`src/core/flash_regs.svh`:
```
// named constants of the flash instruction decoder and its host end
// assumes inclusion by bare name from both ends and the bench
`ifndef FLASH_DEC_REGS_SVH
`define FLASH_DEC_REGS_SVH
// coded cycle data and instruction bytes
`define UNLOCK1_DATA   8'haa
`define UNLOCK2_DATA   8'h55
`define CMD_ID_READ    8'h90
`define CMD_PROGRAM    8'ha0
`define CMD_ERASE_SET  8'h80
`define CMD_SECT_ERASE 8'h30
`define CMD_BULK_ERASE 8'h10
`define CMD_BYPASS     8'h20
`define CMD_SUSPEND    8'hb0
`define CMD_RESUME     8'h30
`define CMD_RESET      8'hf0
`define CMD_BYP_RST1   8'h90
`define CMD_BYP_RST2   8'h00
// low twelve address bits of the coded cycles
`define SLOT0_ADDR16   12'haaa
`define SLOT1_ADDR16   12'h554
`define SLOT0_ADDR8    12'h555
`define SLOT1_ADDR8    12'haaa
// identifier and protection read locations, low address byte
`define ID_ADDR16      8'h02
`define PROT_ADDR16    8'h04
`define ID_ADDR8       8'h01
`define PROT_ADDR8     8'h02
// identifier value, arbitrary neutral value
`define MAIN_ID_VALUE  16'h005a
// gap between instruction bytes and sector append window
`define CLK_MHZ        25
`define GAP_US         80
`define GAP_CYCLES     (`GAP_US * `CLK_MHZ)
// host strobe timing in clock cycles
`define WR_LOW_CYC     3'h2
`define RD_LOW_CYC     3'h4
`define HIGH_CYC       3'h2
`endif

```
`src/core/flash_dec_pkg.sv`:
```
// types shared by the flash decoder device end and host end
// assumes flash_regs.svh sits beside it
package flash_dec_pkg;
    // decoder states
    typedef enum logic [3:0] {
        ST_READ, ST_UNLK1, ST_UNLK2, ST_ID, ST_PROG, ST_ERS1, ST_ERS2, ST_ERS3,
        ST_ERSAPP, ST_ERASING, ST_BULK, ST_SUSP, ST_BYP, ST_BYPPROG, ST_BYPRST
    } dec_state_type;

    typedef struct packed {
        dec_state_type st;
        dec_state_type home;
        logic [10:0]   cnt;
        logic          wrPrev;
        logic          rdPrev;
        logic          sel;
        logic          selMain;
        logic [15:0]   latchAddr;
        logic          rdPend;
        logic          rdMain;
        logic [15:0]   rdata;
        logic [15:0]   arrayAddr;
        logic          arrayRd;
        logic          progReq;
        logic [15:0]   progAddr;
        logic [15:0]   progWord;
        logic          progMain;
        logic          sectorAdd;
        logic          eraseStart;
        logic          bulkErase;
        logic          suspendReq;
        logic          resumeReq;
    } dec_regs_type;

    // host bus cycle engine
    typedef enum logic [1:0] {H_IDLE, H_LOW, H_HIGH} host_state_type;

    typedef struct packed {
        host_state_type st;
        logic [2:0]     cnt;
        logic [1:0]     seq;
        logic [1:0]     kind;
        logic [15:0]    addr;
        logic [15:0]    data;
        logic           wrStrobeN;
        logic           rdStrobeN;
        logic [15:0]    busAddr;
        logic [15:0]    busData;
        logic [15:0]    mainSel;
        logic [3:0]     bootSel;
        logic [15:0]    mSelReq;
        logic [3:0]     bSelReq;
        logic           ready;
        logic           rspValid;
        logic [15:0]    rspData;
    } host_regs_type;

    // request kinds on the host user port
    localparam logic [1:0] KIND_WRITE  = 2'h0;
    localparam logic [1:0] KIND_READ   = 2'h1;
    localparam logic [1:0] KIND_UNLOCK = 2'h2;
endpackage

```
`src/core/flash_bus_if.sv`:
```
// parallel memory bus between host microcontroller and flash decoder
// assumes both ends run on one clock; all pins synchronous
`timescale 1ns/10ps
interface flash_bus_if;
    logic        wrStrobeN;   // write strobe, active low
    logic        rdStrobeN;   // read strobe, active low
    logic [15:0] addr;
    logic [15:0] wdata;
    logic [15:0] rdata;
    logic [15:0] mainSectorSelects;
    logic [3:0]  bootSectorSelects;
    logic        byteMode;    // 1 selects the 8-bit bus arrangement

    modport dev  (input wrStrobeN, rdStrobeN, addr, wdata, mainSectorSelects,
                  bootSectorSelects, byteMode, output rdata);
    modport host (output wrStrobeN, rdStrobeN, addr, wdata, mainSectorSelects,
                  bootSectorSelects, input rdata, byteMode);
endinterface

```
`src/core/flash_decoder_dev.sv`:
```
// flash instruction decoder, device end of the parallel bus
// assumes pins synchronous to clk; array, protection and erase engine on user side
`timescale 1ns/10ps
`include "flash_regs.svh"

// Function
// [RULE_01] two coded cycles open each unlocked instruction
// [RULE_02] bad byte or long gap returns home; in the sector append window a non-30h byte starts the erase instead
// [RULE_03] sector selects pick main or boot array
// [RULE_04] instruction cycles are writes except reads
// [RULE_05] host writes command bytes to even addresses; in byte mode the first coded and command address is 555h
// [RULE_06] address at strobe fall, data at rise
// [RULE_07] only low twelve address bits decode
// [RULE_08] read mode returns array data directly
// [RULE_09] F0h returns to read mode; code returns home, ignores it in bypass and in an erase without error flag
// [RULE_10] protection read returns 01h or 00h
// [RULE_11] appended 30h sectors within 80us join
// [RULE_12] B0h suspends only a running sector erase
// [RULE_13] suspended erase allows reads, programs, ID reads
// [RULE_14] 30h resumes only a suspended erase
// [RULE_15] host never commands array it executes from
// [RULE_16] bypass program only after bypass entry
// [RULE_17] 90h then 00h leaves bypass mode
// [RULE_18] third byte selects the instruction
// [RULE_19] explicit state decides which instructions apply
module flash_decoder_dev (
    // clock and reset
    input  wire logic                    clk,
    input  wire logic                    arst_n,
    // bus pins
    flash_bus_if.dev                     bus,
    // array read port
    output logic [15:0]                  arrayAddr,
    output logic                         arrayRd,
    input  wire logic [15:0]             arrayData,
    input  wire logic                    sectorProtected,
    input  wire logic                    sectorErasing,
    // embedded algorithm commands
    output logic                         progReq,
    output logic [15:0]                  progAddr,
    output logic [15:0]                  progWord,
    output logic                         progMain,
    output logic                         sectorAdd,
    output logic                         eraseStart,
    output logic                         bulkErase,
    output logic                         suspendReq,
    output logic                         resumeReq,
    input  wire logic                    eraseDone,
    input  wire logic                    errorFlagBit,
    // decoder state
    output flash_dec_pkg::dec_state_type mode
);
    flash_dec_pkg::dec_regs_type q;
    flash_dec_pkg::dec_regs_type d;

    // slot 0 is the first coded and command address, slot 1 the second
    function automatic logic atSlot(input logic [11:0] a, input logic bm, input logic slot);
        logic [11:0] ref0;
        ref0 = slot ? (bm ? `SLOT1_ADDR8 : `SLOT1_ADDR16)
                    : (bm ? `SLOT0_ADDR8 : `SLOT0_ADDR16);
        return a == ref0;
    endfunction

    function automatic logic intermediate(input flash_dec_pkg::dec_state_type s);
        return !(s inside {flash_dec_pkg::ST_READ, flash_dec_pkg::ST_ID,
            flash_dec_pkg::ST_SUSP, flash_dec_pkg::ST_ERASING, flash_dec_pkg::ST_BULK,
            flash_dec_pkg::ST_BYP});
    endfunction

    logic        wrFall;
    logic        wrRise;
    logic        rdFall;
    logic        selNow;
    logic [11:0] lowA;
    logic [7:0]  dat;
    logic        bm;
    logic        running;

    assign wrFall = q.wrPrev & ~bus.wrStrobeN;
    assign wrRise = ~q.wrPrev & bus.wrStrobeN;
    assign rdFall = q.rdPrev & ~bus.rdStrobeN;
    assign selNow = (|bus.mainSectorSelects) | (|bus.bootSectorSelects); // RULE_03
    assign lowA   = q.latchAddr[11:0]; // RULE_07
    assign dat    = bus.wdata[7:0];
    assign bm     = bus.byteMode;
    assign running = q.st inside {flash_dec_pkg::ST_ERASING, flash_dec_pkg::ST_BULK};

    // next state of the decoder
    always_comb begin
        d = q;
        d.wrPrev     = bus.wrStrobeN;
        d.rdPrev     = bus.rdStrobeN;
        d.arrayRd    = 1'b0;
        d.rdPend     = 1'b0;
        d.progReq    = 1'b0;
        d.sectorAdd  = 1'b0;
        d.eraseStart = 1'b0;
        d.bulkErase  = 1'b0;
        d.suspendReq = 1'b0;
        d.resumeReq  = 1'b0;

        // address and select taken at strobe fall
        if (wrFall) begin
            d.latchAddr = bus.addr; // RULE_06
            d.sel       = selNow;
            d.selMain   = |bus.mainSectorSelects; // RULE_03
        end

        // gap timer between instruction bytes
        d.cnt = intermediate(q.st) ? q.cnt + 11'h001 : 11'h000;
        if (intermediate(q.st) && q.cnt == 11'(`GAP_CYCLES - 1)) begin
            d.cnt = 11'h000;
            case (q.st)
                flash_dec_pkg::ST_ERSAPP: begin
                    d.st         = flash_dec_pkg::ST_ERASING; // RULE_11
                    d.eraseStart = 1'b1;
                end
                flash_dec_pkg::ST_BYPPROG,
                flash_dec_pkg::ST_BYPRST: d.st = flash_dec_pkg::ST_BYP;
                default: d.st = q.home; // RULE_02
            endcase
        end

        // erase engine finished: back to read mode
        if (running && eraseDone) begin
            d.st   = flash_dec_pkg::ST_READ;
            d.home = flash_dec_pkg::ST_READ;
        end

        // data taken and decoded at strobe rise; unselected writes are ignored
        if (wrRise && q.sel) begin
            d.cnt = 11'h000;
            case (q.st) // RULE_19
                flash_dec_pkg::ST_READ,
                flash_dec_pkg::ST_SUSP: begin
                    if (dat == `UNLOCK1_DATA && atSlot(lowA, bm, 1'b0)) begin
                        d.st = flash_dec_pkg::ST_UNLK1; // RULE_01
                    end else if (q.st == flash_dec_pkg::ST_SUSP && dat == `CMD_RESUME) begin
                        d.st        = flash_dec_pkg::ST_ERASING; // RULE_14
                        d.home      = flash_dec_pkg::ST_READ;
                        d.resumeReq = 1'b1;
                    end
                end
                flash_dec_pkg::ST_UNLK1: begin
                    if (dat == `UNLOCK2_DATA && atSlot(lowA, bm, 1'b1)) begin
                        d.st = flash_dec_pkg::ST_UNLK2; // RULE_01
                    end else begin
                        d.st = q.home; // RULE_02
                    end
                end
                flash_dec_pkg::ST_UNLK2: begin
                    d.st = q.home; // RULE_02
                    if (atSlot(lowA, bm, 1'b0)) begin
                        case (dat) // RULE_18
                            `CMD_ID_READ: d.st = flash_dec_pkg::ST_ID; // RULE_13
                            `CMD_PROGRAM: d.st = flash_dec_pkg::ST_PROG;
                            `CMD_ERASE_SET: begin
                                if (q.home == flash_dec_pkg::ST_READ) d.st = flash_dec_pkg::ST_ERS1;
                            end
                            `CMD_BYPASS: begin
                                if (q.home == flash_dec_pkg::ST_READ) begin
                                    d.st   = flash_dec_pkg::ST_BYP;
                                    d.home = flash_dec_pkg::ST_BYP;
                                end
                            end
                            default: d.st = q.home;
                        endcase
                    end
                end
                flash_dec_pkg::ST_PROG,
                flash_dec_pkg::ST_BYPPROG: begin
                    // a suspended erase blocks programs into the erasing sector
                    if (!(q.home == flash_dec_pkg::ST_SUSP && sectorErasing)) begin // RULE_13
                        d.progReq  = 1'b1;
                        d.progAddr = q.latchAddr; // RULE_06
                        d.progWord = bus.wdata; // RULE_06
                        d.progMain = q.selMain;
                    end
                    d.st = (q.st == flash_dec_pkg::ST_BYPPROG) ? flash_dec_pkg::ST_BYP : q.home;
                end
                flash_dec_pkg::ST_ERS1: begin
                    d.st = (dat == `UNLOCK1_DATA && atSlot(lowA, bm, 1'b0))
                           ? flash_dec_pkg::ST_ERS2 : q.home;
                end
                flash_dec_pkg::ST_ERS2: begin
                    d.st = (dat == `UNLOCK2_DATA && atSlot(lowA, bm, 1'b1))
                           ? flash_dec_pkg::ST_ERS3 : q.home;
                end
                flash_dec_pkg::ST_ERS3: begin
                    if (dat == `CMD_SECT_ERASE) begin
                        d.st        = flash_dec_pkg::ST_ERSAPP;
                        d.sectorAdd = 1'b1;
                    end else if (dat == `CMD_BULK_ERASE && atSlot(lowA, bm, 1'b0)) begin
                        d.st        = flash_dec_pkg::ST_BULK;
                        d.bulkErase = 1'b1;
                    end else begin
                        d.st = q.home; // RULE_02
                    end
                end
                flash_dec_pkg::ST_ERSAPP: begin
                    if (dat == `CMD_SECT_ERASE) begin
                        d.sectorAdd = 1'b1; // RULE_11
                    end else begin
                        d.st         = flash_dec_pkg::ST_ERASING;
                        d.eraseStart = 1'b1;
                    end
                end
                flash_dec_pkg::ST_ERASING: begin
                    if (dat == `CMD_SUSPEND) begin
                        d.st         = flash_dec_pkg::ST_SUSP; // RULE_12
                        d.home       = flash_dec_pkg::ST_SUSP;
                        d.suspendReq = 1'b1;
                    end
                end
                flash_dec_pkg::ST_BYP: begin
                    if (dat == `CMD_PROGRAM) d.st = flash_dec_pkg::ST_BYPPROG; // RULE_16
                    if (dat == `CMD_BYP_RST1) d.st = flash_dec_pkg::ST_BYPRST; // RULE_17
                end
                flash_dec_pkg::ST_BYPRST: begin
                    if (dat == `CMD_BYP_RST2) begin
                        d.st   = flash_dec_pkg::ST_READ; // RULE_17
                        d.home = flash_dec_pkg::ST_READ;
                    end else begin
                        d.st = flash_dec_pkg::ST_BYP;
                    end
                end
                default: ;
            endcase
            // reset byte, honoured during an erase only once the error flag is up
            if (dat == `CMD_RESET && (!running || errorFlagBit) &&
                !(q.st inside {flash_dec_pkg::ST_BYP, flash_dec_pkg::ST_BYPPROG,
                               flash_dec_pkg::ST_BYPRST})) begin
                d.st = running ? flash_dec_pkg::ST_READ : q.home; // RULE_09
                if (d.st == flash_dec_pkg::ST_READ) d.home = flash_dec_pkg::ST_READ;
            end
        end

        // read cycle: fetch the array word, then choose the answer
        if (rdFall && selNow) begin
            d.arrayAddr = bus.addr; // RULE_08
            d.arrayRd   = 1'b1;
            d.rdPend    = 1'b1;
            d.rdMain    = |bus.mainSectorSelects;
        end
        if (q.rdPend) begin
            d.rdata = arrayData; // RULE_08
            if (q.st == flash_dec_pkg::ST_ID) begin
                if (q.arrayAddr[7:0] == (bm ? `ID_ADDR8 : `ID_ADDR16) && q.rdMain) begin
                    d.rdata = `MAIN_ID_VALUE;
                end else if (q.arrayAddr[7:0] == (bm ? `PROT_ADDR8 : `PROT_ADDR16)) begin
                    d.rdata = {15'h0000, sectorProtected}; // RULE_10
                end
            end
        end
    end

    // state register; reset lands in read mode
    always_ff @(posedge clk or negedge arst_n) begin
        if (!arst_n) begin
            q         <= '0;
            q.st      <= flash_dec_pkg::ST_READ;
            q.home    <= flash_dec_pkg::ST_READ;
            q.wrPrev  <= 1'b1;
            q.rdPrev  <= 1'b1;
        end else begin
            q <= d;
        end
    end

    assign bus.rdata  = q.rdata;
    assign arrayAddr  = q.arrayAddr;
    assign arrayRd    = q.arrayRd;
    assign progReq    = q.progReq;
    assign progAddr   = q.progAddr;
    assign progWord   = q.progWord;
    assign progMain   = q.progMain;
    assign sectorAdd  = q.sectorAdd;
    assign eraseStart = q.eraseStart;
    assign bulkErase  = q.bulkErase;
    assign suspendReq = q.suspendReq;
    assign resumeReq  = q.resumeReq;
    assign mode       = q.st;
endmodule

```
`src/flat_wrapper.sv`:
```
// flat-port wrapper written by rule: the top's interface ports become plain ports
module flash_decoder_dev_flat 
  (clk, arst_n, arrayAddr, arrayRd, arrayData, sectorProtected, sectorErasing, progReq, progAddr, progWord, progMain, sectorAdd, eraseStart, bulkErase, suspendReq, resumeReq, eraseDone, errorFlagBit, mode, bus_wrStrobeN, bus_rdStrobeN, bus_addr, bus_wdata, bus_mainSectorSelects, bus_bootSectorSelects, bus_byteMode, bus_rdata);
  flash_bus_if bus_i ();
  input  wire logic clk;
  input  wire logic arst_n;
  output logic [15:0] arrayAddr;
  output logic arrayRd;
  input  wire logic [15:0] arrayData;
  input  wire logic sectorProtected;
  input  wire logic sectorErasing;
  output logic progReq;
  output logic [15:0] progAddr;
  output logic [15:0] progWord;
  output logic progMain;
  output logic sectorAdd;
  output logic eraseStart;
  output logic bulkErase;
  output logic suspendReq;
  output logic resumeReq;
  input  wire logic eraseDone;
  input  wire logic errorFlagBit;
  output flash_dec_pkg::dec_state_type mode;
  input wire logic [$bits(bus_i.wrStrobeN)-1:0] bus_wrStrobeN;
  input wire logic [$bits(bus_i.rdStrobeN)-1:0] bus_rdStrobeN;
  input wire logic [$bits(bus_i.addr)-1:0] bus_addr;
  input wire logic [$bits(bus_i.wdata)-1:0] bus_wdata;
  input wire logic [$bits(bus_i.mainSectorSelects)-1:0] bus_mainSectorSelects;
  input wire logic [$bits(bus_i.bootSectorSelects)-1:0] bus_bootSectorSelects;
  input wire logic [$bits(bus_i.byteMode)-1:0] bus_byteMode;
  output wire logic [$bits(bus_i.rdata)-1:0] bus_rdata;
  assign bus_i.wrStrobeN = bus_wrStrobeN;
  assign bus_i.rdStrobeN = bus_rdStrobeN;
  assign bus_i.addr = bus_addr;
  assign bus_i.wdata = bus_wdata;
  assign bus_i.mainSectorSelects = bus_mainSectorSelects;
  assign bus_i.bootSectorSelects = bus_bootSectorSelects;
  assign bus_i.byteMode = bus_byteMode;
  assign bus_rdata = bus_i.rdata;
  flash_decoder_dev u_core (.clk(clk), .arst_n(arst_n), .bus(bus_i), .arrayAddr(arrayAddr), .arrayRd(arrayRd), .arrayData(arrayData), .sectorProtected(sectorProtected), .sectorErasing(sectorErasing), .progReq(progReq), .progAddr(progAddr), .progWord(progWord), .progMain(progMain), .sectorAdd(sectorAdd), .eraseStart(eraseStart), .bulkErase(bulkErase), .suspendReq(suspendReq), .resumeReq(resumeReq), .eraseDone(eraseDone), .errorFlagBit(errorFlagBit), .mode(mode));
endmodule
```
`config.mk`:
```
export PLATFORM = sky130hd
export DESIGN_NAME = flash_decoder_dev_flat
export DESIGN_NICKNAME = d
export VERILOG_FILES = /design/src/core/flash_dec_pkg.sv /design/src/core/flash_bus_if.sv /design/src/core/flash_decoder_dev.sv /design/src/flat_wrapper.sv
export VERILOG_INCLUDE_DIRS = /design/src /design/src/core
export SDC_FILE = /design/constraint.sdc
export NUM_CORES = 1
export LEC_CHECK = 0
export BUFFER_PORTS_ARGS = -buffer_cell sky130_fd_sc_hd__buf_2
export CORE_UTILIZATION = 30
export DETAILED_ROUTE_END_ITERATION = 7
export GPL_ROUTABILITY_DRIVEN = 0
export SLEW_MARGIN = 40
export SYNTH_ARGS = -nofsm -noshare
export SYNTH_HDL_FRONTEND = slang
export SYNTH_SLANG_ARGS = --single-unit
```
`constraint.sdc`:
```
create_clock -name clk -period 2.2 [get_ports clk]
set_clock_uncertainty 0.05 [all_clocks]
set_input_delay 0.22 -clock clk [delete_from_list [all_inputs] [get_ports clk]]
set_output_delay 0.22 -clock clk [all_outputs]
set_load 0.005 [all_outputs]
```
==> results.cfg <==
[outcome]
outcome = complete, no violations

[sta]
finalHoldViolations = 0
slew_headroom_pct = 64.5
finalSetupViolations = 0
worst_pin_slew_ns = 0.525
finalCritPeriodShare_pct = 99.9
drv_slew = 0
rsz0062_at_grt = yes
max_freq_ghz = 0.455
setup_tns_ns = 0
period_minus_slack_ns = 2.20

[floorplan]
start_util_pct = 31.0
ioPinCount = 153
rows = 52
die_x_um = 148
die_area_um2 = 21800
die_height_um = 148
core-area_um2 = 20500

[synth]
ys_ff_latch = 112
synthesis.area_um2 = 6360
ys_async_sr_fraction_pct = 100
yosys.area.top_type = dfrtp_1
synth_edf_count = 0
syn_area_per_cell_um2 = 9.81
synth-warning-count = 0
ys_types = 65
synth_seq_area_share_pct = 44.1
synthFlopType = dfrtp_1
synth_nets = 726
netlist_top_cells_area = dfrtp_1 43%, mux2_2 11%, buf_4 8.1%, a21oi_1 3.1%, nor2_1 2.9%
yosysTopAreaCellShare_pct = 43.3
syn_inst = 648

[clock_tree]
cts_made_buffers = 9
cts.htree.levels = 3
clk_latency_ns = 0.36
cts.clk_slew.worst_paths_ns = 0.08
cts_root_buffer = clkbuf_16
cts.sinks = 112
clockBufferDepth = 2
cts_tree = yes

[setup_path]
cp_slowest_cell = dfrtp_1
path_class = flop to flop
critPathArrivalTime_ns = 2.43
max_stage_delay_ns = 0.38
path_cells = or3b_1 -> or3_4 -> nor3_4 -> mux2_4 -> a22oi_1 -> a21boi_2
crit_path_end_kind = flop
rr_startpoint = u_core.q[99]
cp_top_family = simple AND/OR/NAND/NOR gates
r2r_setup_slack_ns = 0.002
critPathRequiredTime_ns = 2.44
r2r_cells = 6
crit-reg2reg-capture = u_core.mode[0]
cp-start-kind = flop
path_max_fanout = 3
critPathBufInv = 0

[layout]
diodes = 0
drive_gt1_share_pct = 46.9
synthToLayoutAreaGrowth_pct = 28.7
nFillCells = 2056
fin_cells = 1098
layout.area.seq_um2 = 2810
multi_input_area_um2 = 3040
nets = 902

[routing]
drc = 0
avgViaCountPerCell = 5.09
avgRoutedWirePerCell_um = 16.7
num_vias = 5584
drt-initial-drc-count = 279
drt_pass1_iterations = 5
routed_wl_um = 18300
ant_nets = 0

[pwr]
ir_drop_mv = 0.468
leakage_uw = 0.00381
finalPower_uw = 7600
power_density_nw_per_um2 = 928

[placement]
placedCellCount = 1067
port-buffer-count = 152
dp_hpwl_um = 13900

[hold_path]
min_to = u_core.bus.rdata[8]
min_path_type = input port to flop
holdCritStartpoint = arrayData[8]
holdPathStages = 2

[run]
cap_violations = 0

[global_routing]
grt_pass1_wl_um = 28800
grt_max_degree = 44
grt_antenna_before_repair = 0
grt_usage_pct = 16.9
gr-total-overflow = 0
grt_pass1_vias = 5376
cell usage after synthesis (12+ instances only):
cell type / number
a22o_1: 12
buf_4: 69
nor3_1: 13
nand2_1: 37
nor2_1: 49
nand3_1: 18
dfrtp_1: 110
nor4_1: 13
inv_1: 13
o21ai_0: 23
a21oi_1: 39
clkbuf_1: 22
mux2_2: 64
layout make-up:
type	instances	share of cell area, %
Timing Repair Buffer	266	20.5
Clock buffer	13	3.06
Clock inverter	2	0.199
Inverter	14	0.642
Sequential cell	112	34.4
Tap cell	270	4.13
Multi-Input combinational cell	421	37.1
cells by family after synthesis:
group / Yosys count / synth area share (%)
flip-flops: 112 / 44.1
XOR/XNOR: 11 / 1.51
AO/OA/AOI/OAI: 136 / 14.0
buffers and inverters: 115 / 11.1
multiplexers: 64 / 11.3
AND/OR/NAND/NOR: 209 / 17.7
adder cells (fa/ha/maj): 1 / 0.197
worst max-delay path by stage:
stage	from	endpoint	depth (start not counted)
6_report	u_core.q[99]	u_core.mode[0]	6
5_1_grt	u_core.lowA[4]	u_core.mode[2]	9
4_1_cts	u_core.lowA[4]	u_core.mode[0]	8
3_5_place_dp	bus_byteMode	u_core.mode[0]	9
3_3_place_gp	bus_byteMode	u_core.mode[0]	9
2_1_floorplan	u_core.q[99]	u_core.mode[3]	7
layout by cell type (no fill, tap or decap), drive strengths merged, types with 4 or more instances in the layout:
master	netlist	final
o21ai	27	27
o22ai	5	5
nor3	15	15
buf	79	263
and2	6	6
a21o	4	4
clkbuf	22	13
a211oi	7	7
inv	13	13
nand2b	6	6
and3	11	11
nor2	49	49
a31oi	6	6
xnor2	6	6
xor2	5	5
dfrtp	110	110
nand2	37	37
mux2	64	64
a22o	12	12
nand3	18	18
or3	9	9
o211ai	4	4
nand4	7	7
nor2b	9	9
nor4	13	13
nor3b	7	7
a21oi	39	39
a22oi	4	4
timing repair:
item	CTS	global route
setup endpoints to repair	3	17
cloned	0	1
endpoints found under the hold margin	36	0
resized for setup	4	43
hold buffers	3	0
setup buffers	1	11
pin swaps	3	13
through the flow:
| step | setup slack [ns] | area, um^2 | util [%] | hold slack [ns] |
|---|---|---|---|---|
| final | 0.00234 | 8190 | 40.0 | 0.0229 |
| after global routing | -0.114 | 8190 | 40.0 | 0.0150 |
| after CTS | 0.00261 | 7940 | 38.7 | 0.0138 |
| after detailed placement | -0.296 | 7620 | 37.2 | 0.165 |
| after global placement | -0.333 | 7620 | 37.2 | 0.170 |
| after floorplan | 0.00606 | 6370 | - | -0.126 |
worst register-to-register path, delay by kind of cell, from the launching register on:
kind / cells / cell delay (ns)
flip-flops: 1 / 0.38
AO/OA/AOI/OAI: 2 / 0.39
multiplexers: 1 / 0.35
AND/OR/NAND/NOR: 3 / 0.95
state kept, by name, summed over array words and instances (netlist names), 4 cells and up:
register,flops
u_core.arrayAddr,16
u_core.bus.rdata,16
u_core.lowA,12
u_core.mode,4
u_core.progAddr,16
u_core.progWord,16
u_core.q,24
power breakdown:
group | total [uW] | internal (uW) | switching (uW)
combinational | 3270 | 1630 | 1650
sequential | 2780 | 2480 | 297
clock | 1550 | 798 | 750
layer usage:
layer / track usage [%] / vias up / share of wire, % / routed length, um
met4: 7.47 / 0 / 3.3 / 602
met1: 22.4 / 2669 / 44 / 8080
met3: 4.14 / 47 / 7.3 / 1340
met2: 26.1 / 242 / 45 / 8280
li1: - / 2626 / - / -
met5: 0 / - / 0 / 0
Power figures use the tool's default switching activity.
